<file path="src/tbp_defines.svh">
`ifndef TBP_DEFINES_SVH
`define TBP_DEFINES_SVH

// Register indices; byte address is four times the index
`define TBP_IDX_SYNC_DLY     10'h0135
`define TBP_IDX_CTRL         10'h0137
`define TBP_IDX_STATUS       10'h0130

// Control register fields
`define TBP_CTRL_ENABLE      0
`define TBP_CTRL_REPHASE_DIS 1
`define TBP_CTRL_PAR_ODD     2
`define TBP_CTRL_PAR_WIDE    3
`define TBP_CTRL_EXT_SYNC    4
`define TBP_CTRL_AIS_LSB     5
`define TBP_CTRL_RESET       8'h00
`define TBP_SYNC_DLY_RESET   8'h00

// Status register fields
`define TBP_STAT_UNDERFLOW   0
`define TBP_STAT_ROW_LSB     8
`define TBP_STAT_COL_LSB     16

// Frame geometry of an STS-3 frame, one byte per bus clock
`define TBP_ROWS             4'h9
`define TBP_COLS             9'h10E
`define TBP_TOH_COLS         9'h009
`define TBP_SLOTS            2'h3
`define TBP_J0_COL           9'h006
`define TBP_J1_ROW           4'h3
`define TBP_J1_COL_LAST      9'h00B

// Transport overhead pattern bytes
`define TBP_A1_BYTE          8'hF6
`define TBP_A2_BYTE          8'h28
`define TBP_J0_BYTE          8'h01
`define TBP_A2_COL           9'h003

// Timing: bus byte period and the system clock
`define TBP_CLK_NS           50
`define TBP_BUS_NS           100
`define TBP_CLKS_PER_HALF    ((`TBP_BUS_NS / `TBP_CLK_NS) / 2)

// AXI responses
`define TBP_RESP_OKAY        2'h0
`define TBP_RESP_SLVERR      2'h2

`endif

</file>
<file path="src/tbp_pkg.sv">
package tbp_pkg;
   typedef logic [7:0]  tbp_byte_t;
   typedef logic [3:0]  tbp_row_t;
   typedef logic [8:0]  tbp_col_t;
   typedef logic [1:0]  tbp_slot_t;
   typedef logic [31:0] tbp_word_t;
endpackage

</file>
<file path="src/tbp_two_buf.sv">
`timescale 1ns/1ps
module tbp_two_buf (
   // Clock and reset
   input  wire logic             clk_i,
   input  wire logic             rst_n_i,
   // Filling side
   input  wire logic             s_valid_i,
   output logic                  s_ready_o,
   input  wire tbp_pkg::tbp_byte_t s_data_i,
   // Draining side
   output logic                  m_valid_o,
   input  wire logic             m_ready_i,
   output tbp_pkg::tbp_byte_t    m_data_o
);
   tbp_pkg::tbp_byte_t mem [2];
   logic               wr_ptr;
   logic               rd_ptr;
   logic [1:0]         count;
   logic               push;
   logic               pop;
   logic [1:0]         next_count;

   assign push       = s_valid_i & s_ready_o;
   assign pop        = m_valid_o & m_ready_i;
   assign next_count = count + {1'b0, push} - {1'b0, pop};
   assign m_data_o   = mem[rd_ptr];

   always_ff @(posedge clk_i) begin
      if (push) begin
         mem[wr_ptr] <= s_data_i;
      end
   end

   always_ff @(posedge clk_i) begin
      if (!rst_n_i) begin
         wr_ptr    <= 1'b0;
         rd_ptr    <= 1'b0;
         count     <= 2'h0;
         s_ready_o <= 1'b1;
         m_valid_o <= 1'b0;
      end else begin
         if (push) begin
            wr_ptr <= ~wr_ptr;
         end
         if (pop) begin
            rd_ptr <= ~rd_ptr;
         end
         count     <= next_count;
         // Ready from a flop so the source sees honest back-pressure
         s_ready_o <= (next_count != 2'h2);
         m_valid_o <= (next_count != 2'h0);
      end
   end
endmodule

</file>
<file path="src/tbp_tx_bus_port.sv">
// Contract
// Bus clock is made on-chip and times every transmit bus output.
// Every bus output changes only at a rising bus clock edge; the code clears them at the next clk_i edge after a disable, mid-period.
// Marker pulses one byte on the C1/J0 byte with payload flag low.
// Marker pulses one byte on each J1 byte with payload flag high.
// Marker is driven only when enabled and rephase-disabled mode is selected.
// Alarm flag is high on bytes of an STS-1 carrying AIS-P, else low; the code raises it on payload bytes only, never on overhead bytes.
// Alarm flag is driven only when enabled and in rephase-disabled mode.
// Parity is even or odd, over data alone or data, payload flag, marker.
// Parity sense and coverage come from the bus control register.
// With external alignment, a sync rising edge starts a new frame.
// With sync held low, frames run on the port's own timing.
// Sync source gives one-clock-wide pulses at 8 kHz, never a square wave.
// Sync source keeps its pulse synchronous with the reference clock.
// Sync-to-frame delay comes from the frame sync delay register.
// Payload flag is low on overhead bytes and high on payload bytes.
// When enabled, each frame byte goes out on eight lines per bus clock.
// Marker and alarm flag are held low when disabled or not rephase-disabled.
`timescale 1ns/1ps
`include "tbp_defines.svh"
module tbp_tx_bus_port (
   // Clock and reset
   input  wire logic                clk_i,
   input  wire logic                rst_n_i,
   // AXI4-Lite write address
   input  wire logic [11:0]         s_axi_awaddr_i,
   input  wire logic                s_axi_awvalid_i,
   output logic                     s_axi_awready_o,
   // AXI4-Lite write data
   input  wire logic [31:0]         s_axi_wdata_i,
   input  wire logic [3:0]          s_axi_wstrb_i,
   input  wire logic                s_axi_wvalid_i,
   output logic                     s_axi_wready_o,
   // AXI4-Lite write response
   output logic [1:0]               s_axi_bresp_o,
   output logic                     s_axi_bvalid_o,
   input  wire logic                s_axi_bready_i,
   // AXI4-Lite read address
   input  wire logic [11:0]         s_axi_araddr_i,
   input  wire logic                s_axi_arvalid_i,
   output logic                     s_axi_arready_o,
   // AXI4-Lite read data
   output logic [31:0]              s_axi_rdata_o,
   output logic [1:0]               s_axi_rresp_o,
   output logic                     s_axi_rvalid_o,
   input  wire logic                s_axi_rready_i,
   // Payload byte stream in
   input  wire tbp_pkg::tbp_byte_t  pay_data_i,
   input  wire logic                pay_valid_i,
   output logic                     pay_ready_o,
   // Frame sync pin
   input  wire logic                tx_frame_sync_in_i,
   // Transmit telecom bus
   output logic                     tx_bus_clock_o,
   output tbp_pkg::tbp_byte_t       tx_bus_byte_o,
   output logic                     tx_payload_flag_o,
   output logic                     tx_phase_marker_o,
   output logic                     tx_path_alarm_flag_o,
   output logic                     tx_bus_parity_o
);
   tbp_pkg::tbp_byte_t frame_sync_delay_setting;
   tbp_pkg::tbp_byte_t bus_port_control;
   logic               underflow;
   tbp_pkg::tbp_row_t  row;
   tbp_pkg::tbp_col_t  col;
   tbp_pkg::tbp_slot_t slot;
   logic               sync_ff1;
   logic               sync_ff2;
   logic               sync_last;
   logic               sync_edge;
   logic               sync_pend;
   tbp_pkg::tbp_byte_t dly_cnt;
   logic               restart;
   logic               bus_rise;
   logic               port_en;
   logic               rephase_disabled_mode;
   logic               is_toh;
   logic               is_c1;
   logic               is_j1;
   logic               buf_valid;
   logic               buf_pop;
   tbp_pkg::tbp_byte_t buf_data;
   tbp_pkg::tbp_byte_t next_byte;
   logic               next_marker;
   logic               next_alarm;
   logic [11:0]        aw_addr;
   logic               aw_got;
   logic [31:0]        w_data;
   logic [3:0]         w_strb;
   logic               w_got;
   logic               wr_do;
   logic [9:0]         wr_idx;
   logic               clr_underflow;

   // Overhead byte pattern for a given row and column
   function automatic tbp_pkg::tbp_byte_t toh_byte(input tbp_pkg::tbp_row_t r,
                                                   input tbp_pkg::tbp_col_t c);
      tbp_pkg::tbp_byte_t b;
      b = 8'h00;
      if (r == 4'h0) begin
         if (c < `TBP_A2_COL) begin
            b = `TBP_A1_BYTE;
         end else if (c < `TBP_J0_COL) begin
            b = `TBP_A2_BYTE;
         end else if (c == `TBP_J0_COL) begin
            b = `TBP_J0_BYTE;
         end
      end
      return b;
   endfunction

   // Parity over data, optionally widened by flag and marker
   function automatic logic parity(input tbp_pkg::tbp_byte_t d, input logic pl, input logic mk,
                                   input logic odd, input logic wide);
      logic p;
      p = ^d ^ (wide & (pl ^ mk));
      return p ^ odd;
   endfunction

   // Register index decode, used by both bus paths
   function automatic logic mapped(input logic [9:0] idx);
      return (idx == `TBP_IDX_SYNC_DLY) || (idx == `TBP_IDX_CTRL) || (idx == `TBP_IDX_STATUS);
   endfunction

   assign port_en     = bus_port_control[`TBP_CTRL_ENABLE];
   assign rephase_disabled_mode = bus_port_control[`TBP_CTRL_REPHASE_DIS];
   // A byte is launched on the cycle that raises the bus clock
   assign bus_rise    = port_en & ~tx_bus_clock_o;
   assign is_toh      = (col < `TBP_TOH_COLS);
   assign is_c1       = (row == 4'h0) && (col == `TBP_J0_COL);
   assign is_j1       = (row == `TBP_J1_ROW) && (col >= `TBP_TOH_COLS) && (col <= `TBP_J1_COL_LAST);
   // A restart sends an A1 in place of the slot, so the buffered byte must wait
   assign buf_pop     = bus_rise & ~is_toh & buf_valid & ~restart;
   assign sync_edge   = sync_ff2 & ~sync_last;
   assign restart     = bus_rise & sync_pend & (dly_cnt == 8'h00);

   always_comb begin
      next_byte   = is_toh ? toh_byte(row, col) : (buf_valid ? buf_data : 8'h00);
      next_marker = port_en & rephase_disabled_mode & (is_c1 | is_j1);
      next_alarm  = port_en & rephase_disabled_mode &
                    bus_port_control[`TBP_CTRL_AIS_LSB + 32'(slot)] & ~is_toh;
   end

   tbp_two_buf u_buf (
      .clk_i     (clk_i),
      .rst_n_i   (rst_n_i),
      .s_valid_i (pay_valid_i),
      .s_ready_o (pay_ready_o),
      .s_data_i  (pay_data_i),
      .m_valid_o (buf_valid),
      .m_ready_i (buf_pop),
      .m_data_o  (buf_data)
   );

   // Bus clock: divided from clk_i, idle low while the port is off
   always_ff @(posedge clk_i) begin
      if (!rst_n_i) begin
         tx_bus_clock_o <= 1'b0;
      end else begin
         tx_bus_clock_o <= port_en & ~tx_bus_clock_o;
      end
   end

   // Sync pin synchroniser and edge memory
   always_ff @(posedge clk_i) begin
      if (!rst_n_i) begin
         sync_ff1  <= 1'b0;
         sync_ff2  <= 1'b0;
         sync_last <= 1'b0;
      end else begin
         sync_ff1  <= tx_frame_sync_in_i;
         sync_ff2  <= sync_ff1;
         sync_last <= sync_ff2;
      end
   end

   // Delay from sync edge to frame start, counted in bus bytes
   always_ff @(posedge clk_i) begin
      if (!rst_n_i) begin
         sync_pend <= 1'b0;
         dly_cnt   <= 8'h00;
      end else if (sync_edge && bus_port_control[`TBP_CTRL_EXT_SYNC] && port_en) begin
         sync_pend <= 1'b1;
         dly_cnt   <= frame_sync_delay_setting;
      end else if (bus_rise && sync_pend) begin
         if (dly_cnt == 8'h00) begin
            sync_pend <= 1'b0;
         end else begin
            dly_cnt <= dly_cnt - 8'h01;
         end
      end
   end

   // Frame position; free-running unless a sync restart arrives
   always_ff @(posedge clk_i) begin
      if (!rst_n_i || !port_en) begin
         row  <= 4'h0;
         col  <= 9'h000;
         slot <= 2'h0;
      end else if (restart) begin
         row  <= 4'h0;
         col  <= 9'h001;
         slot <= 2'h1;
      end else if (bus_rise) begin
         slot <= (slot == `TBP_SLOTS - 2'h1) ? 2'h0 : slot + 2'h1;
         if (col == `TBP_COLS - 9'h001) begin
            col <= 9'h000;
            row <= (row == `TBP_ROWS - 4'h1) ? 4'h0 : row + 4'h1;
         end else begin
            col <= col + 9'h001;
         end
      end
   end

   // Bus outputs, all updated together at the bus clock rise
   always_ff @(posedge clk_i) begin
      if (!rst_n_i || !port_en) begin
         tx_bus_byte_o        <= 8'h00;
         tx_payload_flag_o    <= 1'b0;
         tx_phase_marker_o    <= 1'b0;
         tx_path_alarm_flag_o <= 1'b0;
         tx_bus_parity_o      <= 1'b0;
      end else if (bus_rise) begin
         // The restart byte is the frame's first, so it is an A1
         tx_bus_byte_o        <= restart ? `TBP_A1_BYTE : next_byte;
         tx_payload_flag_o    <= restart ? 1'b0 : ~is_toh;
         tx_phase_marker_o    <= restart ? 1'b0 : next_marker;
         tx_path_alarm_flag_o <= restart ? 1'b0 : next_alarm;
         tx_bus_parity_o      <= restart ?
            parity(`TBP_A1_BYTE, 1'b0, 1'b0, bus_port_control[`TBP_CTRL_PAR_ODD],
                   bus_port_control[`TBP_CTRL_PAR_WIDE]) :
            parity(next_byte, ~is_toh, next_marker, bus_port_control[`TBP_CTRL_PAR_ODD],
                   bus_port_control[`TBP_CTRL_PAR_WIDE]);
      end
   end

   // Underflow: a payload slot found the buffer empty; set wins over clear
   always_ff @(posedge clk_i) begin
      if (!rst_n_i) begin
         underflow <= 1'b0;
      end else begin
         underflow <= (underflow & ~clr_underflow) | (bus_rise & ~is_toh & ~buf_valid & ~restart);
      end
   end

   // AXI write path: address and data taken in either order
   assign wr_do         = aw_got & w_got & ~s_axi_bvalid_o;
   assign wr_idx        = aw_addr[11:2];
   assign clr_underflow = wr_do && (wr_idx == `TBP_IDX_STATUS) && w_strb[0] && w_data[`TBP_STAT_UNDERFLOW];

   always_ff @(posedge clk_i) begin
      if (!rst_n_i) begin
         aw_addr         <= 12'h000;
         aw_got          <= 1'b0;
         w_data          <= 32'h0000_0000;
         w_strb          <= 4'h0;
         w_got           <= 1'b0;
         s_axi_awready_o <= 1'b1;
         s_axi_wready_o  <= 1'b1;
         s_axi_bvalid_o  <= 1'b0;
         s_axi_bresp_o   <= `TBP_RESP_OKAY;
      end else begin
         if (s_axi_awvalid_i && s_axi_awready_o) begin
            aw_addr         <= s_axi_awaddr_i;
            aw_got          <= 1'b1;
            s_axi_awready_o <= 1'b0;
         end
         if (s_axi_wvalid_i && s_axi_wready_o) begin
            w_data         <= s_axi_wdata_i;
            w_strb         <= s_axi_wstrb_i;
            w_got          <= 1'b1;
            s_axi_wready_o <= 1'b0;
         end
         if (wr_do) begin
            aw_got         <= 1'b0;
            w_got          <= 1'b0;
            s_axi_bvalid_o <= 1'b1;
            s_axi_bresp_o  <= mapped(wr_idx) ? `TBP_RESP_OKAY : `TBP_RESP_SLVERR;
         end
         if (s_axi_bvalid_o && s_axi_bready_i) begin
            s_axi_bvalid_o  <= 1'b0;
            s_axi_awready_o <= 1'b1;
            s_axi_wready_o  <= 1'b1;
         end
      end
   end

   // Register storage; only byte lane 0 carries data
   always_ff @(posedge clk_i) begin
      if (!rst_n_i) begin
         frame_sync_delay_setting <= `TBP_SYNC_DLY_RESET;
         bus_port_control         <= `TBP_CTRL_RESET;
      end else if (wr_do && w_strb[0]) begin
         if (wr_idx == `TBP_IDX_SYNC_DLY) begin
            frame_sync_delay_setting <= w_data[7:0];
         end
         if (wr_idx == `TBP_IDX_CTRL) begin
            bus_port_control <= w_data[7:0];
         end
      end
   end

   // AXI read path
   always_ff @(posedge clk_i) begin
      if (!rst_n_i) begin
         s_axi_arready_o <= 1'b1;
         s_axi_rvalid_o  <= 1'b0;
         s_axi_rdata_o   <= 32'h0000_0000;
         s_axi_rresp_o   <= `TBP_RESP_OKAY;
      end else if (s_axi_arvalid_i && s_axi_arready_o) begin
         s_axi_arready_o <= 1'b0;
         s_axi_rvalid_o  <= 1'b1;
         s_axi_rresp_o   <= mapped(s_axi_araddr_i[11:2]) ? `TBP_RESP_OKAY : `TBP_RESP_SLVERR;
         unique case (s_axi_araddr_i[11:2])
            `TBP_IDX_SYNC_DLY: s_axi_rdata_o <= {24'h00_0000, frame_sync_delay_setting};
            `TBP_IDX_CTRL:     s_axi_rdata_o <= {24'h00_0000, bus_port_control};
            `TBP_IDX_STATUS:   s_axi_rdata_o <= {7'h00, col, 4'h0, row, 7'h00, underflow};
            default:           s_axi_rdata_o <= 32'h0000_0000;
         endcase
      end else if (s_axi_rvalid_o && s_axi_rready_i) begin
         s_axi_rvalid_o  <= 1'b0;
         s_axi_arready_o <= 1'b1;
      end
   end
endmodule

</file>
<file path="config.mk">
export PLATFORM = sky130hd
export DESIGN_NAME = tbp_tx_bus_port
export DESIGN_NICKNAME = d
export VERILOG_FILES = /design/src/tbp_pkg.sv /design/src/tbp_two_buf.sv /design/src/tbp_tx_bus_port.sv
export VERILOG_INCLUDE_DIRS = /design/src
export SDC_FILE = /design/constraint.sdc
export NUM_CORES = 1
export LEC_CHECK = 0
export BUFFER_PORTS_ARGS = -buffer_cell sky130_fd_sc_hd__buf_4
export CELL_PAD_IN_SITES_DETAIL_PLACEMENT = 1
export CELL_PAD_IN_SITES_GLOBAL_PLACEMENT = 2
export CORE_ASPECT_RATIO = 0.75
export CORE_MARGIN = 2
export CORE_UTILIZATION = 32
export CTS_CLUSTER_SIZE = 8
export DETAILED_ROUTE_END_ITERATION = 8
export HOLD_SLACK_MARGIN = 0.15
export PLACE_DENSITY_LB_ADDON = 0.1
export SYNTH_ARGS = -nofsm -noshare
export SYNTH_HDL_FRONTEND = slang
export SYNTH_SLANG_ARGS = --single-unit
</file>
<file path="constraint.sdc">
create_clock -name clk_i -period 3.65 [get_ports clk_i]
set_input_delay 0.365 -clock clk_i [delete_from_list [all_inputs] [get_ports clk_i]]
set_output_delay 0.365 -clock clk_i [all_outputs]
set_load 0.05 [all_outputs]
</file>
== Yosys cells after proc, flatten, opt, wreduce, memory -nomap -nowiden ==
Memory sizes are Yosys's and may differ from the RTL's. A register that Yosys moved wholly into a read port is not among the register bits.
Index checks and enable logic that the tools add are counted.

* Register bits after elaboration: 127
* Memory bits (writable): 16
* Input bits: 77
* Output and inout port bits: 55
* Memories kept: 1

* Add/sub/neg operators: 7
* $lt $le $gt $ge: 6
* Equality and inequality tests: 13
* Mux-type cells: 37
* Bitwise logic cells: 34
* Reduce and logical (&&, ||, !) cells: 38

{| class="wikitable"
|+ Memory list
! name !! words !! bits a word !! read ports !! clocked after memory_dff !! wr ports !! RTL line !! text
|-
| u_buf.mem || 2 || 8 || 1 || 1 || 1 || tbp_two_buf.sv:15 || <nowiki>tbp_pkg::tbp_byte_t mem [2];</nowiki>
|}

{| class="wikitable"
|+ Operators with widths
! kind !! count
|-
| $pmux 25 s3 || 1
|-
| $mux 8 || 8
|-
| $eq 10x9->1 const B || 6
|-
| $mux 1 || 21
|-
| $and 1x1->1 || 19
|-
| $logic_and 1x1->1 || 15
|-
| $not 1->1 || 10
|-
| $reduce_and 2->1 || 5
|-
| $reduce_bool 2->1 || 5
|-
| $add 9x1->9 const B || 1
|-
| $eq 9x3->1 const B || 1
|-
| $eq 9x9->1 const B || 1
|-
| $ge 9x4->1 const B || 1
|-
| $le 9x4->1 const B || 1
|-
| $lt 9x2->1 const B || 1
|-
| $lt 9x3->1 const B || 1
|-
| $lt 9x4->1 const B || 1
|-
| $mux 9 || 1
|-
| $logic_not 8->1 || 1
|-
| $reduce_xor 8->1 || 1
|-
| $sub 8x1->8 const B || 1
|-
| $mux 2 || 3
|-
| $mux 6 || 1
|-
| $reduce_or 2->1 || 3
|-
| other kinds (18) || 26
|}

== Depth between registers and ports, before layout ==
* Depth after elaboration: 10
* Depth in mapped cells: 14
* Gate-level depth less buffers: 14

== By module ==
A second synthesis with hierarchy kept.

* Cells, all modules: 646
* Area total of the unflattened synthesis: 5,883.1 µm²

{| class="wikitable"
|+ By module, submodules not included
! module !! times used !! cells each !! area each (µm²) !! sequential area each (µm²)
|-
| tbp_tx_bus_port || 1 || 595 || 5,032.3 || 2,122.0
|-
| tbp_two_buf || 1 || 51 || 850.8 || 620.6
|}

== Least setup slack after synthesis ==
No wires, ideal clock.

* Kind: reg-to-reg
* Start point: reg col[5]
* End point: reg u_buf.s_ready_o
* Arrival: 2,435 ps
* Path slack: 1,091 ps
* Cell stages (with the launch flop): 12
* Clock period less this slack: 2,559 ps
* Cell sequence: dfxtp_1 buf_6 or4_4 o31ai_4 nor2_1 ha_1 inv_1 ha_1 xnor2_1 xnor2_1 nand2_1 or2_2

* Cells in the longest elaborated chain, start to end: 8

{| class="wikitable"
|+ RTL lines
! what !! RTL line !! text
|-
| from (decl) || tbp_tx_bus_port.sv:65 || <nowiki>tbp_pkg::tbp_col_t col;</nowiki>
|-
| from (signal assigned) || tbp_tx_bus_port.sv:210 || <nowiki>col <= col + 9'h001;</nowiki>
|-
| $lt 9x4->1 (no line) || - ||
|-
| $not 1->1 || tbp_tx_bus_port.sv:133 || <nowiki>assign buf_pop = bus_rise & ~is_toh & buf_valid & ~restart;</nowiki>
|-
| $and 1x1->1 (3 in a row) || tbp_tx_bus_port.sv:133 ||
|-
| $and 1x1->1 || tbp_two_buf.sv:24 || <nowiki>assign pop = m_valid_o & m_ready_i;</nowiki>
|-
| net u_buf.pop || tbp_two_buf.sv:20 || <nowiki>logic pop;</nowiki>
|-
| $sub 2x1->2 || tbp_two_buf.sv:25 || <nowiki>assign next_count = count + {1'b0, push} - {1'b0, pop};</nowiki>
|-
| $ne 2x2->1 || tbp_two_buf.sv:50 || <nowiki>s_ready_o <= (next_count != 2'h2);</nowiki>
|-
| to (signal assigned) || tbp_two_buf.sv:50 ||
|-
| to (decl) || tbp_two_buf.sv:8 || <nowiki>output logic s_ready_o,</nowiki>
|}

The timed path passes the listed nets, and every way through them passes these cells.
A chain may end at the register's enable or synchronous reset.

== Worst setup path after layout ==
* Start point: reg dly_cnt[4]
* End point: reg u_buf.s_ready_o

* Cells in the longest elaborated chain, start to end: 7

{| class="wikitable"
|+ RTL lines
! what !! RTL line !! text
|-
| from (decl) || tbp_tx_bus_port.sv:72 || <nowiki>tbp_pkg::tbp_byte_t dly_cnt;</nowiki>
|-
| from (signal assigned) || tbp_tx_bus_port.sv:184 || <nowiki>dly_cnt <= frame_sync_delay_setting;</nowiki>
|-
| from (signal assigned) || tbp_tx_bus_port.sv:189 || <nowiki>dly_cnt <= dly_cnt - 8'h01;</nowiki>
|-
| $logic_not 8->1 || tbp_tx_bus_port.sv:135 || <nowiki>assign restart = bus_rise & sync_pend & (dly_cnt == 8'h00);</nowiki>
|-
| $and 1x1->1 || tbp_tx_bus_port.sv:135 ||
|-
| $not 1->1 || tbp_tx_bus_port.sv:133 ||
|-
| $and 1x1->1 || tbp_tx_bus_port.sv:133 ||
|-
| $and 1x1->1 || tbp_two_buf.sv:24 ||
|-
| net u_buf.pop || tbp_two_buf.sv:20 ||
|-
| $sub 2x1->2 || tbp_two_buf.sv:25 ||
|-
| $ne 2x2->1 || tbp_two_buf.sv:50 ||
|}

The timed path passes the listed nets, and every way through them passes these cells.

==> key figures <==
Synthesis
  – Ys flop type: dfxtp_1
  – Synth top cells by count: dfxtp_1, nand2_1, a21oi_1
  – Async SR Flop Fraction: 0%
  – Cell taking the most area after synthesis: dfxtp_1
  – Top cells by area, synth: dfxtp_1, edfxtp_1, nand2_1
  – Syn. warnings: 0
  – Share of the synthesized area in the top cell type: 40.0%
  – Yosys reg bits: 129
  – Post-synth EDFFs: 16
  – Top-count cell post-synth: dfxtp_1
  – Syn_area_per_cell: 8.92 um2
  – Post-synthesis cell type count: 59
  – Seq/Total Area, Yosys: 48.4%
  – Post-Syn Area: 5660 um2
  – Gate count of the mapped netlist: 635

Timing
  – Max-slew violation count: 0
  – Worst-Margin Slew: 0.787 ns
  – Setup TNS: 0 ns
  – Post-route minimum period: 2.79 ns
  – RSZ-0062 raised after global routing: false
  – Fmax: 0.358 GHz
  – Max-slew headroom: 47.4%
  – Skew final: 0.00847 ns
  – Period utilisation layout: 76.4%
  – Hold_ws: 0.186 ns
  – Final setup vio count: 0
  – Fin. Hold Viols: 0

Global routing
  – First-pass GRT wire length: 24700 um
  – Overflow after GRT: 0
  – GRT Total Usage: 17.0%
  – Initial antenna violation count: 0
  – Largest net degree at the start of global routing: 45
  – Number of global-route vias before repair: 4846

Worst hold path
  – Min-Delay Path Class: in2reg
  – Hold EP: s_axi_wready_o
  – Hold_sp: s_axi_bready_i
  – Hold depth: 3

Final layout
  – FILL cells: 2043
  – Layout cells sized above 1: 19.3%
  – Final Net Count: 816
  – Antenna Cells: 0
  – Area growth syn-to-layout: 26.1%

Clock network
  – Clock sink count: 129
  – Root Buffer: clkbuf_16
  – Clk slew on worst S/H paths: 0.06 ns
  – CTS buffer count: 17
  – Clock tree buffer depth: 2
  – CTS H-tree lvls: 4
  – Clock Latency Late Sink: 0.42 ns
  – Postcts setup bufs: 0
  – CTS tree: done

Floorplanning
  – Die width: 158 um
  – Num rows: 42
  – Area of the core: 17500 um2
  – DIE AREA: 18800 um2
  – I/O pin count: 132
  – Chip height: 119 um
  – Starting density of the core: 32.4%

Setup path
  – Worst path slowest cell: or3_1
  – Max incr delay on CP: 0.43 ns
  – Required time worst endpoint: 3.96 ns
  – CP Max Fanout: 6
  – Worst reg2reg endpoint: u_buf.s_ready_o
  – CP arrival: 3.10 ns
  – Endpoint class of the critical path: register
  – R2R Setup Slk: 0.86 ns
  – Crit Reg-Reg Startpoint: dly_cnt[4]
  – Register-to-Register Path Depth: 12
  – Worst-path cell chain: or3_1, nor3_1, nand2_1, nand2_1, nor2_1, ha_1, inv_1, ha_1, xnor2_1, xnor2_1, nand2_1, or2_2
  – CP Class: reg2reg
  – Crit path top cell by count: nand2_1
  – Startpoint type of the worst setup path: register

Run
  – Max-cap check violation count: 0

Detailed routing
  – Total number of vias: 4684
  – Pre-antenna DRT Iters: 4
  – Antenna-violating nets left: 0
  – Post-Route WL: 15200 um
  – # DRC: 0
  – DR vias/cell: 4.77
  – Drt initial violations: 264
  – Wire per inst: 15.4 um

Pwr
  – Clock power share: 47.3%
  – PD cells: 464 nW/um2
  – Switching Fraction: 24.4%
  – Switching power: 0.807 mW
  – Flop pwr share: 45.6%
  – Worst VDD drop: 289 uV
  – Logic pwr share: 7.1%
  – Int Pwr: 2.51 mW
  – Leak: 2.78 nW

Place
  – I/O Buffers: 87
  – DP Wirelength: 11100 um
  – RePlAce Congestion: 0.815

Status
  – Run status: completed
==> flip-flops by register name (all words and copies together), names as in the netlist, 2 cells and up, named ones only <==
| name | cells |
|---|---|
| col | 9 |
| w_data | 8 |
| s_axi_rdata_o | 21 |
| tx_bus_byte_o | 8 |
| bus_port_control | 8 |
| u_buf.count | 2 |
| row | 4 |
| slot | 2 |
| frame_sync_delay_setting | 8 |
| u_buf.mem | 16 |
| aw_addr | 10 |
| dly_cnt | 8 |
==> placed cells by master (no fill, tap or decap), types with 17 or more instances in the layout <==
cell type / count
a21oi_1: 68
buf_4: 92
clkbuf_16: 17
dfxtp_1: 113
inv_1: 17
nand2_1: 105
nor2_1: 67
o21ai_0: 18
==> worst max path at each step <==
stage                     startpoint  slack, ns  cells past startpoint         endpoint
after CTS                 dly_cnt[4]       0.82                     12  u_buf.s_ready_o
after detailed placement  dly_cnt[4]       0.89                     12  u_buf.s_ready_o
after global placement    dly_cnt[4]       0.93                     12  u_buf.s_ready_o
final                     dly_cnt[4]       0.86                     12  u_buf.s_ready_o
after floorplan               col[5]       1.09                     11  u_buf.s_ready_o
after global routing      dly_cnt[0]       0.58                     14  u_buf.s_ready_o
==> logic make-up after synthesis <==
kind of cell / count (synthesis) / synth area share (%)
adder cells (fa/ha/maj): 11 / 2.43
buffers and inverters: 59 / 4.99
other: 1 / 0.0662
multiplexers: 25 / 4.84
flip-flops: 129 / 48.4
AND/OR/NAND/NOR: 256 / 21.1
AO/OA/AOI/OAI: 127 / 13.5
XOR/XNOR: 27 / 4.66
==> what timing repair did <==
item	in CTS	in global routing
endpoints found under the hold margin	19	0
hold buffers	11	0
resized for setup	0	0
==> layout make-up <==
type,instances,area (um2),area share (%)
Clock inverter,14,116,1.63
Inverter,18,67.6,0.946
Tap cell,242,303,4.24
Sequential cell,129,2740,38.4
Multi-Input combinational cell,459,2680,37.6
Timing Repair Buffer,103,801,11.2
Clock buffer,18,429,6.01
==> critical path: cells and delay by family (launching register included) <==
family                     cells  cell delay, ns
and+or+nand+nor                7            1.49
adders and majority gates      2            0.47
DFF                            1            0.34
xor gates and xnor gates       2            0.32
buffers and inverters          1            0.04
==> power by group through the flow <==
stage / logic (mW) / registers (mW) / clock network (mW)
after floorplan: 0.141 / 1.55 / 0
after global placement: 0.223 / 1.54 / 0
after detailed placement: 0.230 / 1.54 / 0
after CTS: 0.240 / 1.51 / 1.62
after global routing: 0.260 / 1.52 / 1.68
final: 0.236 / 1.51 / 1.57
==> layer usage <==
metal / global-route usage (%) / part of all wire, % / up-vias
met5: 0 / 0 / -
met4: 5.63 / 0.96 / 0
met3: 4.15 / 3.9 / 13
met2: 25.6 / 43 / 96
met1: 23.8 / 52 / 2220
li1: - / - / 2355
==> metrics by stage <==
stage | cell area [um2] | instances | setup slack (ns) | total power, mW | util [%]
2_1_floorplan | 5710 | 647 | 1.09 | 1.69 | -
3_3_place_gp | 6480 | 940 | 0.926 | 1.76 | 37.1
3_5_place_dp | 6480 | 940 | 0.886 | 1.77 | 37.1
4_1_cts | 7140 | 983 | 0.819 | 3.37 | 40.8
5_1_grt | 7140 | 983 | 0.581 | 3.45 | 40.8
6_report | 7140 | 983 | 0.860 | 3.31 | 40.8
(Power assumes the default switching activity.)
